--- config.mk ---
export PLATFORM = sky130hd
export DESIGN_NAME = sac_adc
export DESIGN_NICKNAME = d
export VERILOG_FILES = /design/src/shared/sac_pkg.sv /design/src/hw/sac_clkgen.sv /design/src/hw/sac_adc.sv
export VERILOG_INCLUDE_DIRS = /design/src /design/src/shared
export SDC_FILE = /design/constraint.sdc
export NUM_CORES = 1
export LEC_CHECK = 0
export BUFFER_PORTS_ARGS = -buffer_cell sky130_fd_sc_hd__buf_2
export CORE_MARGIN = 2
export CORE_UTILIZATION = 48
export DETAILED_ROUTE_END_ITERATION = 16
export PLACE_DENSITY = 0.76
export SLEW_MARGIN = 20
export SYNTH_ARGS = -nofsm -noshare
export SYNTH_HDL_FRONTEND = slang
export SYNTH_SLANG_ARGS = --single-unit
--- constraint.sdc ---
create_clock -name CLK -period 1.98 [get_ports CLK]
set_input_delay 0.099 -clock CLK [delete_from_list [all_inputs] [get_ports CLK]]
set_output_delay 0.099 -clock CLK [all_outputs]
set_load 0.1 [all_outputs]
--- src/shared/sac_defines.svh ---
// Register offsets, field positions, reset values and counts of the converter control block
`ifndef SAC_DEFINES_SVH
`define SAC_DEFINES_SVH

// Byte addresses on the register bus
`define SAC_OFS_CTRL0 5'h00
`define SAC_OFS_CTRL1 5'h04
`define SAC_OFS_RESH 5'h08
`define SAC_OFS_RESL 5'h0C
`define SAC_OFS_STATUS 5'h10
`define SAC_OFS_MASK 5'h14

// Control register 0 fields
`define SAC_C0_ON 0
`define SAC_C0_GO 1
`define SAC_C0_CH_LO 2
`define SAC_C0_CH_HI 6
`define SAC_CTRL0_RESET 8'h00

// Control register 1 fields
`define SAC_C1_CS_LO 4
`define SAC_C1_CS_HI 6
`define SAC_CTRL1_RESET 8'h00

// Status and mask fields
`define SAC_ST_DONE 0
`define SAC_MASK_RESET 8'h00

// Conversion clock select codes
`define SAC_CS_DIV8 3'h1
`define SAC_CS_DIV16 3'h5
`define SAC_CS_DIV32 3'h2
`define SAC_CS_DIV64 3'h6

// Divisors, in system clocks or in oscillator edges
`define SAC_DIV8 7'h08
`define SAC_DIV16 7'h10
`define SAC_DIV32 7'h20
`define SAC_DIV64 7'h40
`define SAC_RC_DIV 7'h10

// Bit periods per conversion and result width
`define SAC_TAD_COUNT 4'hB
`define SAC_RES_BITS 10
`define SAC_SYNC_STAGES 2

`endif

--- src/shared/sac_pkg.sv ---
// Types shared by the converter control block
package sac_pkg;

	typedef enum logic [1:0] {
		SAC_IDLE = 2'b00,
		SAC_START = 2'b01,
		SAC_BITS = 2'b10,
		SAC_DONE = 2'b11
	} sac_state_type;

	typedef logic [9:0] sac_result_type;

endpackage

--- src/hw/sac_clkgen.sv ---
// Bit-period tick generator from the divided system clock or the internal oscillator
`timescale 1ns/1ns
`default_nettype none
`include "sac_defines.svh"

module sac_clkgen
	import sac_pkg::*;
(
	input wire logic clk,
	input wire logic rst_n,
	input wire logic run,
	input wire logic [2:0] sel,
	input wire logic rc_rise,
	output logic tad_tick
);

	logic [6:0] cnt;
	logic [6:0] div;
	logic use_rc;
	logic step;

	// Divisor decode; codes ending in 11 pick the oscillator
	function automatic logic [6:0] sac_div_of(input logic [2:0] s);
		logic [6:0] d;
		d = `SAC_DIV8;
		if (s[1:0] == 2'h3) begin
			d = `SAC_RC_DIV;
		end else if (s == `SAC_CS_DIV16) begin
			d = `SAC_DIV16;
		end else if (s == `SAC_CS_DIV32) begin
			d = `SAC_DIV32;
		end else if (s == `SAC_CS_DIV64) begin
			d = `SAC_DIV64;
		end
		return d;
	endfunction

	assign div = sac_div_of(sel);
	assign use_rc = (sel[1:0] == 2'h3);
	// Oscillator path counts its edges and ignores the system rate
	assign step = use_rc ? rc_rise : 1'b1;

	// Counter restarts whenever no conversion runs, so every period is whole
	always_ff @(posedge clk or negedge rst_n) begin
		if (!rst_n) begin
			cnt <= 7'h00;
			tad_tick <= 1'b0;
		end else if (!run) begin
			cnt <= 7'h00;
			tad_tick <= 1'b0;
		end else if (step && (cnt == div - 7'h01)) begin
			cnt <= 7'h00;
			tad_tick <= 1'b1;
		end else begin
			cnt <= step ? cnt + 7'h01 : cnt;
			tad_tick <= 1'b0;
		end
	end

endmodule
`default_nettype wire

--- src/hw/sac_adc.sv ---
// Successive-approximation converter control with Avalon-MM registers
// How it works
// - Ten-bit successive approximation, right-justified result pair
// - All channels share one sample-and-hold stage
// - Five-bit channel field in control register zero
// - All thirty-two channel codes pass through
// - Five conversion clock sources, divided or oscillator
// - Oscillator option divides internal oscillator by sixteen
// - One period per bit, eleven per conversion
// - Divided sources track the system clock rate
// - Band gap always supplies the converter reference
// - Enable bit, then go bit starts a conversion
// - Completion clears go, sets flag, loads result
// - Done flag always set, cleared only by software
//
// Decided for this implementation: the Avalon-MM register port and the register offsets.
`timescale 1ns/1ns
`default_nettype none
`include "sac_defines.svh"

module sac_adc
	import sac_pkg::*;
(
	input wire logic CLK,
	input wire logic RST_N,
	input wire logic [4:0] AVS_ADDRESS,
	input wire logic AVS_READ,
	input wire logic AVS_WRITE,
	input wire logic [31:0] AVS_WRITEDATA,
	input wire logic [3:0] AVS_BYTEENABLE,
	output logic [31:0] AVS_READDATA,
	output logic AVS_WAITREQUEST,
	output logic IRQ,
	input wire logic RC_OSC,
	input wire logic CMP_IN,
	output logic [4:0] CH_SEL,
	output logic SH_HOLD,
	output logic [9:0] DAC_CODE,
	output logic REF_BG_SEL,
	output logic BUSY
);

	localparam int SYNC_BITS = 2;
	// Reset image of control register zero, so single bits can be picked from it
	localparam logic [7:0] CTRL0_RST = `SAC_CTRL0_RESET;

	sac_state_type state;
	logic ack;
	logic req;
	logic wr_en;
	logic on_bit;
	logic go_bit;
	logic [4:0] channel_select_field;
	logic [2:0] conv_clock_select;
	sac_result_type result;
	sac_result_type trial;
	logic [3:0] bit_idx;
	logic done_flag;
	logic done_mask;
	logic tad_tick;
	logic run;
	logic rc_prev;
	logic conv_done;
	logic go_set;
	logic go_clear_sw;
	logic [SYNC_BITS-1:0] sync_in;
	logic [SYNC_BITS-1:0] sync_s1;
	logic [SYNC_BITS-1:0] sync_s2;
	logic cmp_s;
	logic rc_s;

	// Address decode shared by the read and write paths
	function automatic logic [2:0] sac_decode(input logic [4:0] a);
		logic [2:0] r;
		r = 3'h7;
		if (a == `SAC_OFS_CTRL0) begin
			r = 3'h0;
		end else if (a == `SAC_OFS_CTRL1) begin
			r = 3'h1;
		end else if (a == `SAC_OFS_RESH) begin
			r = 3'h2;
		end else if (a == `SAC_OFS_RESL) begin
			r = 3'h3;
		end else if (a == `SAC_OFS_STATUS) begin
			r = 3'h4;
		end else if (a == `SAC_OFS_MASK) begin
			r = 3'h5;
		end
		return r;
	endfunction

	// Two-stage synchronisers for the comparator and oscillator pins
	assign sync_in = {RC_OSC, CMP_IN};
	genvar gi;
	generate
		for (gi = 0; gi < SYNC_BITS; gi++) begin : g_sync
			always_ff @(posedge CLK or negedge RST_N) begin
				if (!RST_N) begin
					sync_s1[gi] <= 1'b0;
					sync_s2[gi] <= 1'b0;
				end else begin
					sync_s1[gi] <= sync_in[gi];
					sync_s2[gi] <= sync_s1[gi];
				end
			end
		end
	endgenerate
	assign cmp_s = sync_s2[0];
	assign rc_s = sync_s2[1];

	// Oscillator edge detect works on the settled stage only
	always_ff @(posedge CLK or negedge RST_N) begin
		if (!RST_N) begin
			rc_prev <= 1'b0;
		end else begin
			rc_prev <= rc_s;
		end
	end

	assign run = (state != SAC_IDLE);

	sac_clkgen u_clkgen (
		.clk(CLK),
		.rst_n(RST_N),
		.run(run),
		.sel(conv_clock_select),
		.rc_rise(rc_s & ~rc_prev),
		.tad_tick(tad_tick)
	);

	// One wait state per access; read data is registered before the release
	assign req = AVS_READ | AVS_WRITE;
	assign AVS_WAITREQUEST = req & ~ack;
	assign wr_en = AVS_WRITE & ack & AVS_BYTEENABLE[0];

	always_ff @(posedge CLK or negedge RST_N) begin
		if (!RST_N) begin
			ack <= 1'b0;
		end else begin
			ack <= req & ~ack;
		end
	end

	// Read mux; unmapped offsets and upper bits read as zero
	always_ff @(posedge CLK or negedge RST_N) begin
		if (!RST_N) begin
			AVS_READDATA <= 32'h0000_0000;
		end else if (AVS_READ && !ack) begin
			case (sac_decode(AVS_ADDRESS))
				3'h0: AVS_READDATA <= {25'h0, channel_select_field, go_bit, on_bit};
				3'h1: AVS_READDATA <= {25'h0, conv_clock_select, 4'h0};
				3'h2: AVS_READDATA <= {30'h0, result[9:8]};
				3'h3: AVS_READDATA <= {24'h0, result[7:0]};
				3'h4: AVS_READDATA <= {31'h0, done_flag};
				3'h5: AVS_READDATA <= {31'h0, done_mask};
				default: AVS_READDATA <= 32'h0000_0000;
			endcase
		end
	end

	// Configuration fields written by software
	always_ff @(posedge CLK or negedge RST_N) begin
		if (!RST_N) begin
			on_bit <= CTRL0_RST[`SAC_C0_ON];
			channel_select_field <= 5'h00;
			conv_clock_select <= 3'h0;
			done_mask <= 1'b0;
		end else if (wr_en) begin
			if (sac_decode(AVS_ADDRESS) == 3'h0) begin
				on_bit <= AVS_WRITEDATA[`SAC_C0_ON];
				// Any of the 32 codes passes; reserved ones select nothing useful
				channel_select_field <= AVS_WRITEDATA[`SAC_C0_CH_HI:`SAC_C0_CH_LO];
			end else if (sac_decode(AVS_ADDRESS) == 3'h1) begin
				conv_clock_select <= AVS_WRITEDATA[`SAC_C1_CS_HI:`SAC_C1_CS_LO];
			end else if (sac_decode(AVS_ADDRESS) == 3'h5) begin
				done_mask <= AVS_WRITEDATA[`SAC_ST_DONE];
			end
		end
	end

	// Go only counts when the converter was already on before this write
	assign go_set = wr_en && (sac_decode(AVS_ADDRESS) == 3'h0) &&
		AVS_WRITEDATA[`SAC_C0_GO] && AVS_WRITEDATA[`SAC_C0_ON] && on_bit;
	assign go_clear_sw = wr_en && (sac_decode(AVS_ADDRESS) == 3'h0) &&
		(!AVS_WRITEDATA[`SAC_C0_GO] || !AVS_WRITEDATA[`SAC_C0_ON]);
	assign conv_done = (state == SAC_DONE);

	// Go bit: software start, hardware clear at completion, software abort
	always_ff @(posedge CLK or negedge RST_N) begin
		if (!RST_N) begin
			go_bit <= 1'b0;
		end else if (go_set && state == SAC_IDLE) begin
			go_bit <= 1'b1;
		end else if (conv_done || go_clear_sw) begin
			go_bit <= 1'b0;
		end
	end

	// Conversion sequence: one start period, then ten bit periods
	always_ff @(posedge CLK or negedge RST_N) begin
		if (!RST_N) begin
			state <= SAC_IDLE;
			bit_idx <= 4'h0;
			trial <= 10'h000;
		end else begin
			case (state)
				SAC_IDLE: begin
					if (go_bit && on_bit) begin
						state <= SAC_START;
						trial <= 10'h000;
					end
				end
				SAC_START: begin
					if (!go_bit || !on_bit) begin
						state <= SAC_IDLE;
					end else if (tad_tick) begin
						state <= SAC_BITS;
						bit_idx <= 4'(`SAC_RES_BITS - 1);
						trial <= 10'h200;
					end
				end
				SAC_BITS: begin
					if (!go_bit || !on_bit) begin
						state <= SAC_IDLE; // Abort leaves the old result untouched
					end else if (tad_tick) begin
						// Keep the trial bit while the held level is at or above it
						if (!cmp_s) begin
							trial[bit_idx] <= 1'b0;
						end
						if (bit_idx == 4'h0) begin
							state <= SAC_DONE;
						end else begin
							trial[bit_idx - 4'h1] <= 1'b1;
							bit_idx <= bit_idx - 4'h1;
						end
					end
				end
				SAC_DONE: begin
					state <= SAC_IDLE;
				end
				default: begin
					state <= SAC_IDLE;
				end
			endcase
		end
	end

	// Result pair loads in the single completion cycle only
	always_ff @(posedge CLK or negedge RST_N) begin
		if (!RST_N) begin
			result <= 10'h000;
		end else if (conv_done) begin
			result <= trial;
		end
	end

	// Done flag is sticky; a completion wins over a same-cycle clear
	always_ff @(posedge CLK or negedge RST_N) begin
		if (!RST_N) begin
			done_flag <= 1'b0;
		end else if (conv_done) begin
			done_flag <= 1'b1;
		end else if (wr_en && sac_decode(AVS_ADDRESS) == 3'h4 &&
			AVS_WRITEDATA[`SAC_ST_DONE]) begin
			done_flag <= 1'b0;
		end
	end

	// Analog side drive: one mux select, hold during bit periods
	always_ff @(posedge CLK or negedge RST_N) begin
		if (!RST_N) begin
			CH_SEL <= 5'h00;
			SH_HOLD <= 1'b0;
			DAC_CODE <= 10'h000;
			BUSY <= 1'b0;
			IRQ <= 1'b0;
		end else begin
			// Mux follows the field one clock later; settling time is software's wait
			CH_SEL <= channel_select_field;
			SH_HOLD <= (state == SAC_BITS) || (state == SAC_START && tad_tick);
			DAC_CODE <= trial;
			BUSY <= run;
			IRQ <= done_flag & done_mask;
		end
	end

	// Reference is fixed to the band gap; no other source exists here
	assign REF_BG_SEL = 1'b1;

endmodule
`default_nettype wire

==> metrics.cfg <==
[sta]
fin_skew_ps = 7.83
fin_setup_tns_ps = 0
fin_crit_ps = 1930
rsz0062_at_grt = false
fmax_mhz = 519
tightest_slew_ps = 556
hold_slack_ps = 51.3
min_period_over_period_pct = 97.3
slew_viol_final = 0
timing_hold_violations_final = 0
slew_headroom_pct = 62.9
setup_violations = 0

[clock_network]
clockBufferDepth = 2
worstSkewPairLatency_ps = 350
clkSinkCount = 78
cts_tree = yes
cts_buffers = 9
path_clk_slew_ps = 80
clock_tree.root_cell = clkbuf_8
htree_levels = 3

[finish]
fin_area_mm2 = 0.00451
area_delta_synth_final_pct = 18.0
drive_gt1_share_pct = 27.7
layout.nets = 484
n_antenna_cell = 0

[critical_path]
worst-path-stages = 6
reg2regPathDepth = 6
startpoint = state[0]
worstSetupPathType = flip-flop to flip-flop
arrival_ps = 2210
crit_chain = inv_2, ha_1, or3_4, a221o_1, a2111o_1, nand3_1
critPathBufInv = 1
startpoint_type = flip-flop
crit_slowest_cell = dfrtp_1
crit_path_end_kind = flip-flop
required_ps = 2260
r2r_start = state[0]
cp_top_family = compound AO/OA/AOI/OAI gates
cp_max_fo = 4
slowest_delay_ps = 420

[global_route]
grt_max_degree = 47
grt_use_total_pct = 18.5
gr-max-usage-layer = met2
grt_use_met3_pct = 3.63
grt_overflow_total = 0
grtUsageMet1_pct = 24.7
grt_pass1_wl_mm = 12.7
grt_pass1_vias = 2688
antenna_found_initial = 0
use_met2_pct = 29.9

[synthesis]
ys_top_cells_by_count = 78 x dfrtp_1, 28 x nand2_1, 27 x o21ai_0
syn_inst = 354
ys_seq_area_share_pct = 51.0
yosysWarningCount = 0
synth_cell_type_count = 54
netlist_area_mm2 = 0.00382
syn_avg_cell_area_um2 = 10.8
yosys_most_used_dff = dfrtp_1
ys_seq_elements = 78
async_flop_share_pct = 100
synth_area_leaders = dfrtp_1 51%, mux2_2 6.2%, buf_4 4.9%, ha_1 3.9%, o21ai_0 3.5%
synth_area_leader_cell = dfrtp_1
synth_top_area_share_pct = 51.0
synth-edff-count = 0
synth_most_common_cell = dfrtp_1

[pwr]
power.share.combinational_pct = 24.7
leakage_nw = 2.21
p_clk_share_pct = 32.7
powerDensity_mw_per_mm2 = 912
ir_drop_mv = 0.584
p_int_mw = 2.70
seqPwrFrac_pct = 42.6
switching_share_pct = 34.4
net-switching-power_mw = 1.42

[status]
run_status = complete, no violations

[placement]
port_buffers = 45
hpwlAfterDp_mm = 5.56
finalWeightedCongestion = 0.924
place_area_mm2 = 0.00416

[detailed_routing]
wirelength_mm = 7.62
via_per_inst = 5.31
drtIter0Drc = 121
drc = 0
post_drt_wl_per_cell_um = 14.3
dr.pass1.iters = 4
drtAntennaViolNets = 0
vias = 2827

[floorplanning]
fp.dieW_um = 93.3
core_area_mm2 = 0.00773
die_height_um = 93.3
dieArea_mm2 = 0.00870
std_cell_rows = 32
initial_core_util_pct = 49.5
ioPinCount = 99

[worst_hold_path]
min_from = AVS_WRITEDATA[0]
min_path_cells = 3
hold_class = primary input to flip-flop

[job]
drv_cap = 0

[sequential cells by signal, summed over array words and instances, names as in the netlist]
signal / cells
DAC_CODE: 10
AVS_READDATA: 8
state: 2
sync_s1: 2
go_bit: 1
IRQ: 1
u_clkgen.tad_tick: 1
SH_HOLD: 1
CH_SEL: 5
ack: 1
u_clkgen.cnt: 7
BUSY: 1
rc_prev: 1
result: 10
rc_s: 1
on_bit: 1
done_mask: 1
bit_idx: 4
trial: 10
done_flag: 1
conv_clock_select: 3
channel_select_field: 5
cmp_s: 1
[worst paths after layout]
kind	to	slack (ps)
setup / recovery	trial[9]	50
hold / removal	go_bit	50
setup reg to reg	trial[9]	50
hold reg to reg	rc_s	360
max in group asynchronous	channel_select_field[1]	1040
min in group asynchronous	DAC_CODE[3]	290
[metrics by stage]
stage	utilization [%]	cells	power, mW	setup slack [ps]
final	58.4	532	4.11	52.8
after floorplan	-	377	2.58	-34.1
after CTS	58.0	530	4.12	15.0
after global placement	53.9	504	2.72	52.1
after detailed placement	53.9	504	2.74	-8.59
after global routing	58.4	532	4.29	0.140
[power by group through the flow]
stage                     sequential, mW  combinational [mW]  clock, mW
after floorplan                     1.96               0.627          0
after global placement              1.78               0.943          0
after detailed placement            1.78               0.957          0
after CTS                           1.75               0.988       1.38
after global routing                1.77                1.09       1.43
final                               1.75                1.02       1.34
[worst min-delay path: stages]
cell and delay [ps]:
buf_2 130, nand2_1 70, a22oi_1 50
[per-layer routing]
layer / vias to the layer above / share of wire (%)
met4: 0 / 2.2
met2: 105 / 46
li1: 1355 / -
met3: 15 / 6.1
met5: - / 0
met1: 1352 / 46
[cells by family (layout without fill, tap and decap cells)]
group                      Yosys count  after routing  share of synthesized area [%]
muxes                               28             28                           8.02
xor gates and xnor gates             3              3                          0.687
buffers and inverters               50            103                           7.82
and+or+nand+nor                     97             97                           13.0
DFF                                 78             78                           51.0
adders and majority gates           13             13                           4.19
other                                2             25                          0.196
AOI/OAI and AO/OA                   83             83                           15.1
[layout by cell type (no fill, tap or decap), types with 8 or more instances in the layout]
cell type,Yosys,layout
nor2_1,21,21
nand2_1,28,28
inv_1,12,8
conb_1,2,25
o2bb2ai_1,8,8
mux2_2,21,21
ha_1,12,9
dlygate4sd3_1,0,9
a21oi_1,13,13
o21ai_0,27,26
dfrtp_1,78,76
clkbuf_8,0,9
buf_2,2,44
nand3_1,9,9
buf_4,25,21
[timing repair]
action | CTS | global route
buffers inserted | 1 | 2
hold endpoints to repair | 54 | 0
endpoints found under the setup margin | 1 | 12
resized for setup | 0 | 7
pin swaps | 1 | 4
hold buffers | 9 | 0
[final cells by class]
class,count,area (µm²)
Clock buffer,9,124
Clock inverter,7,103
Fill cell,658,3220
Inverter,12,45.0
Multi-Input combinational cell,249,1680
Sequential cell,78,1950
Tap cell,102,128
Timing Repair Buffer,75,479
Power figures use the tool's default switching activity.
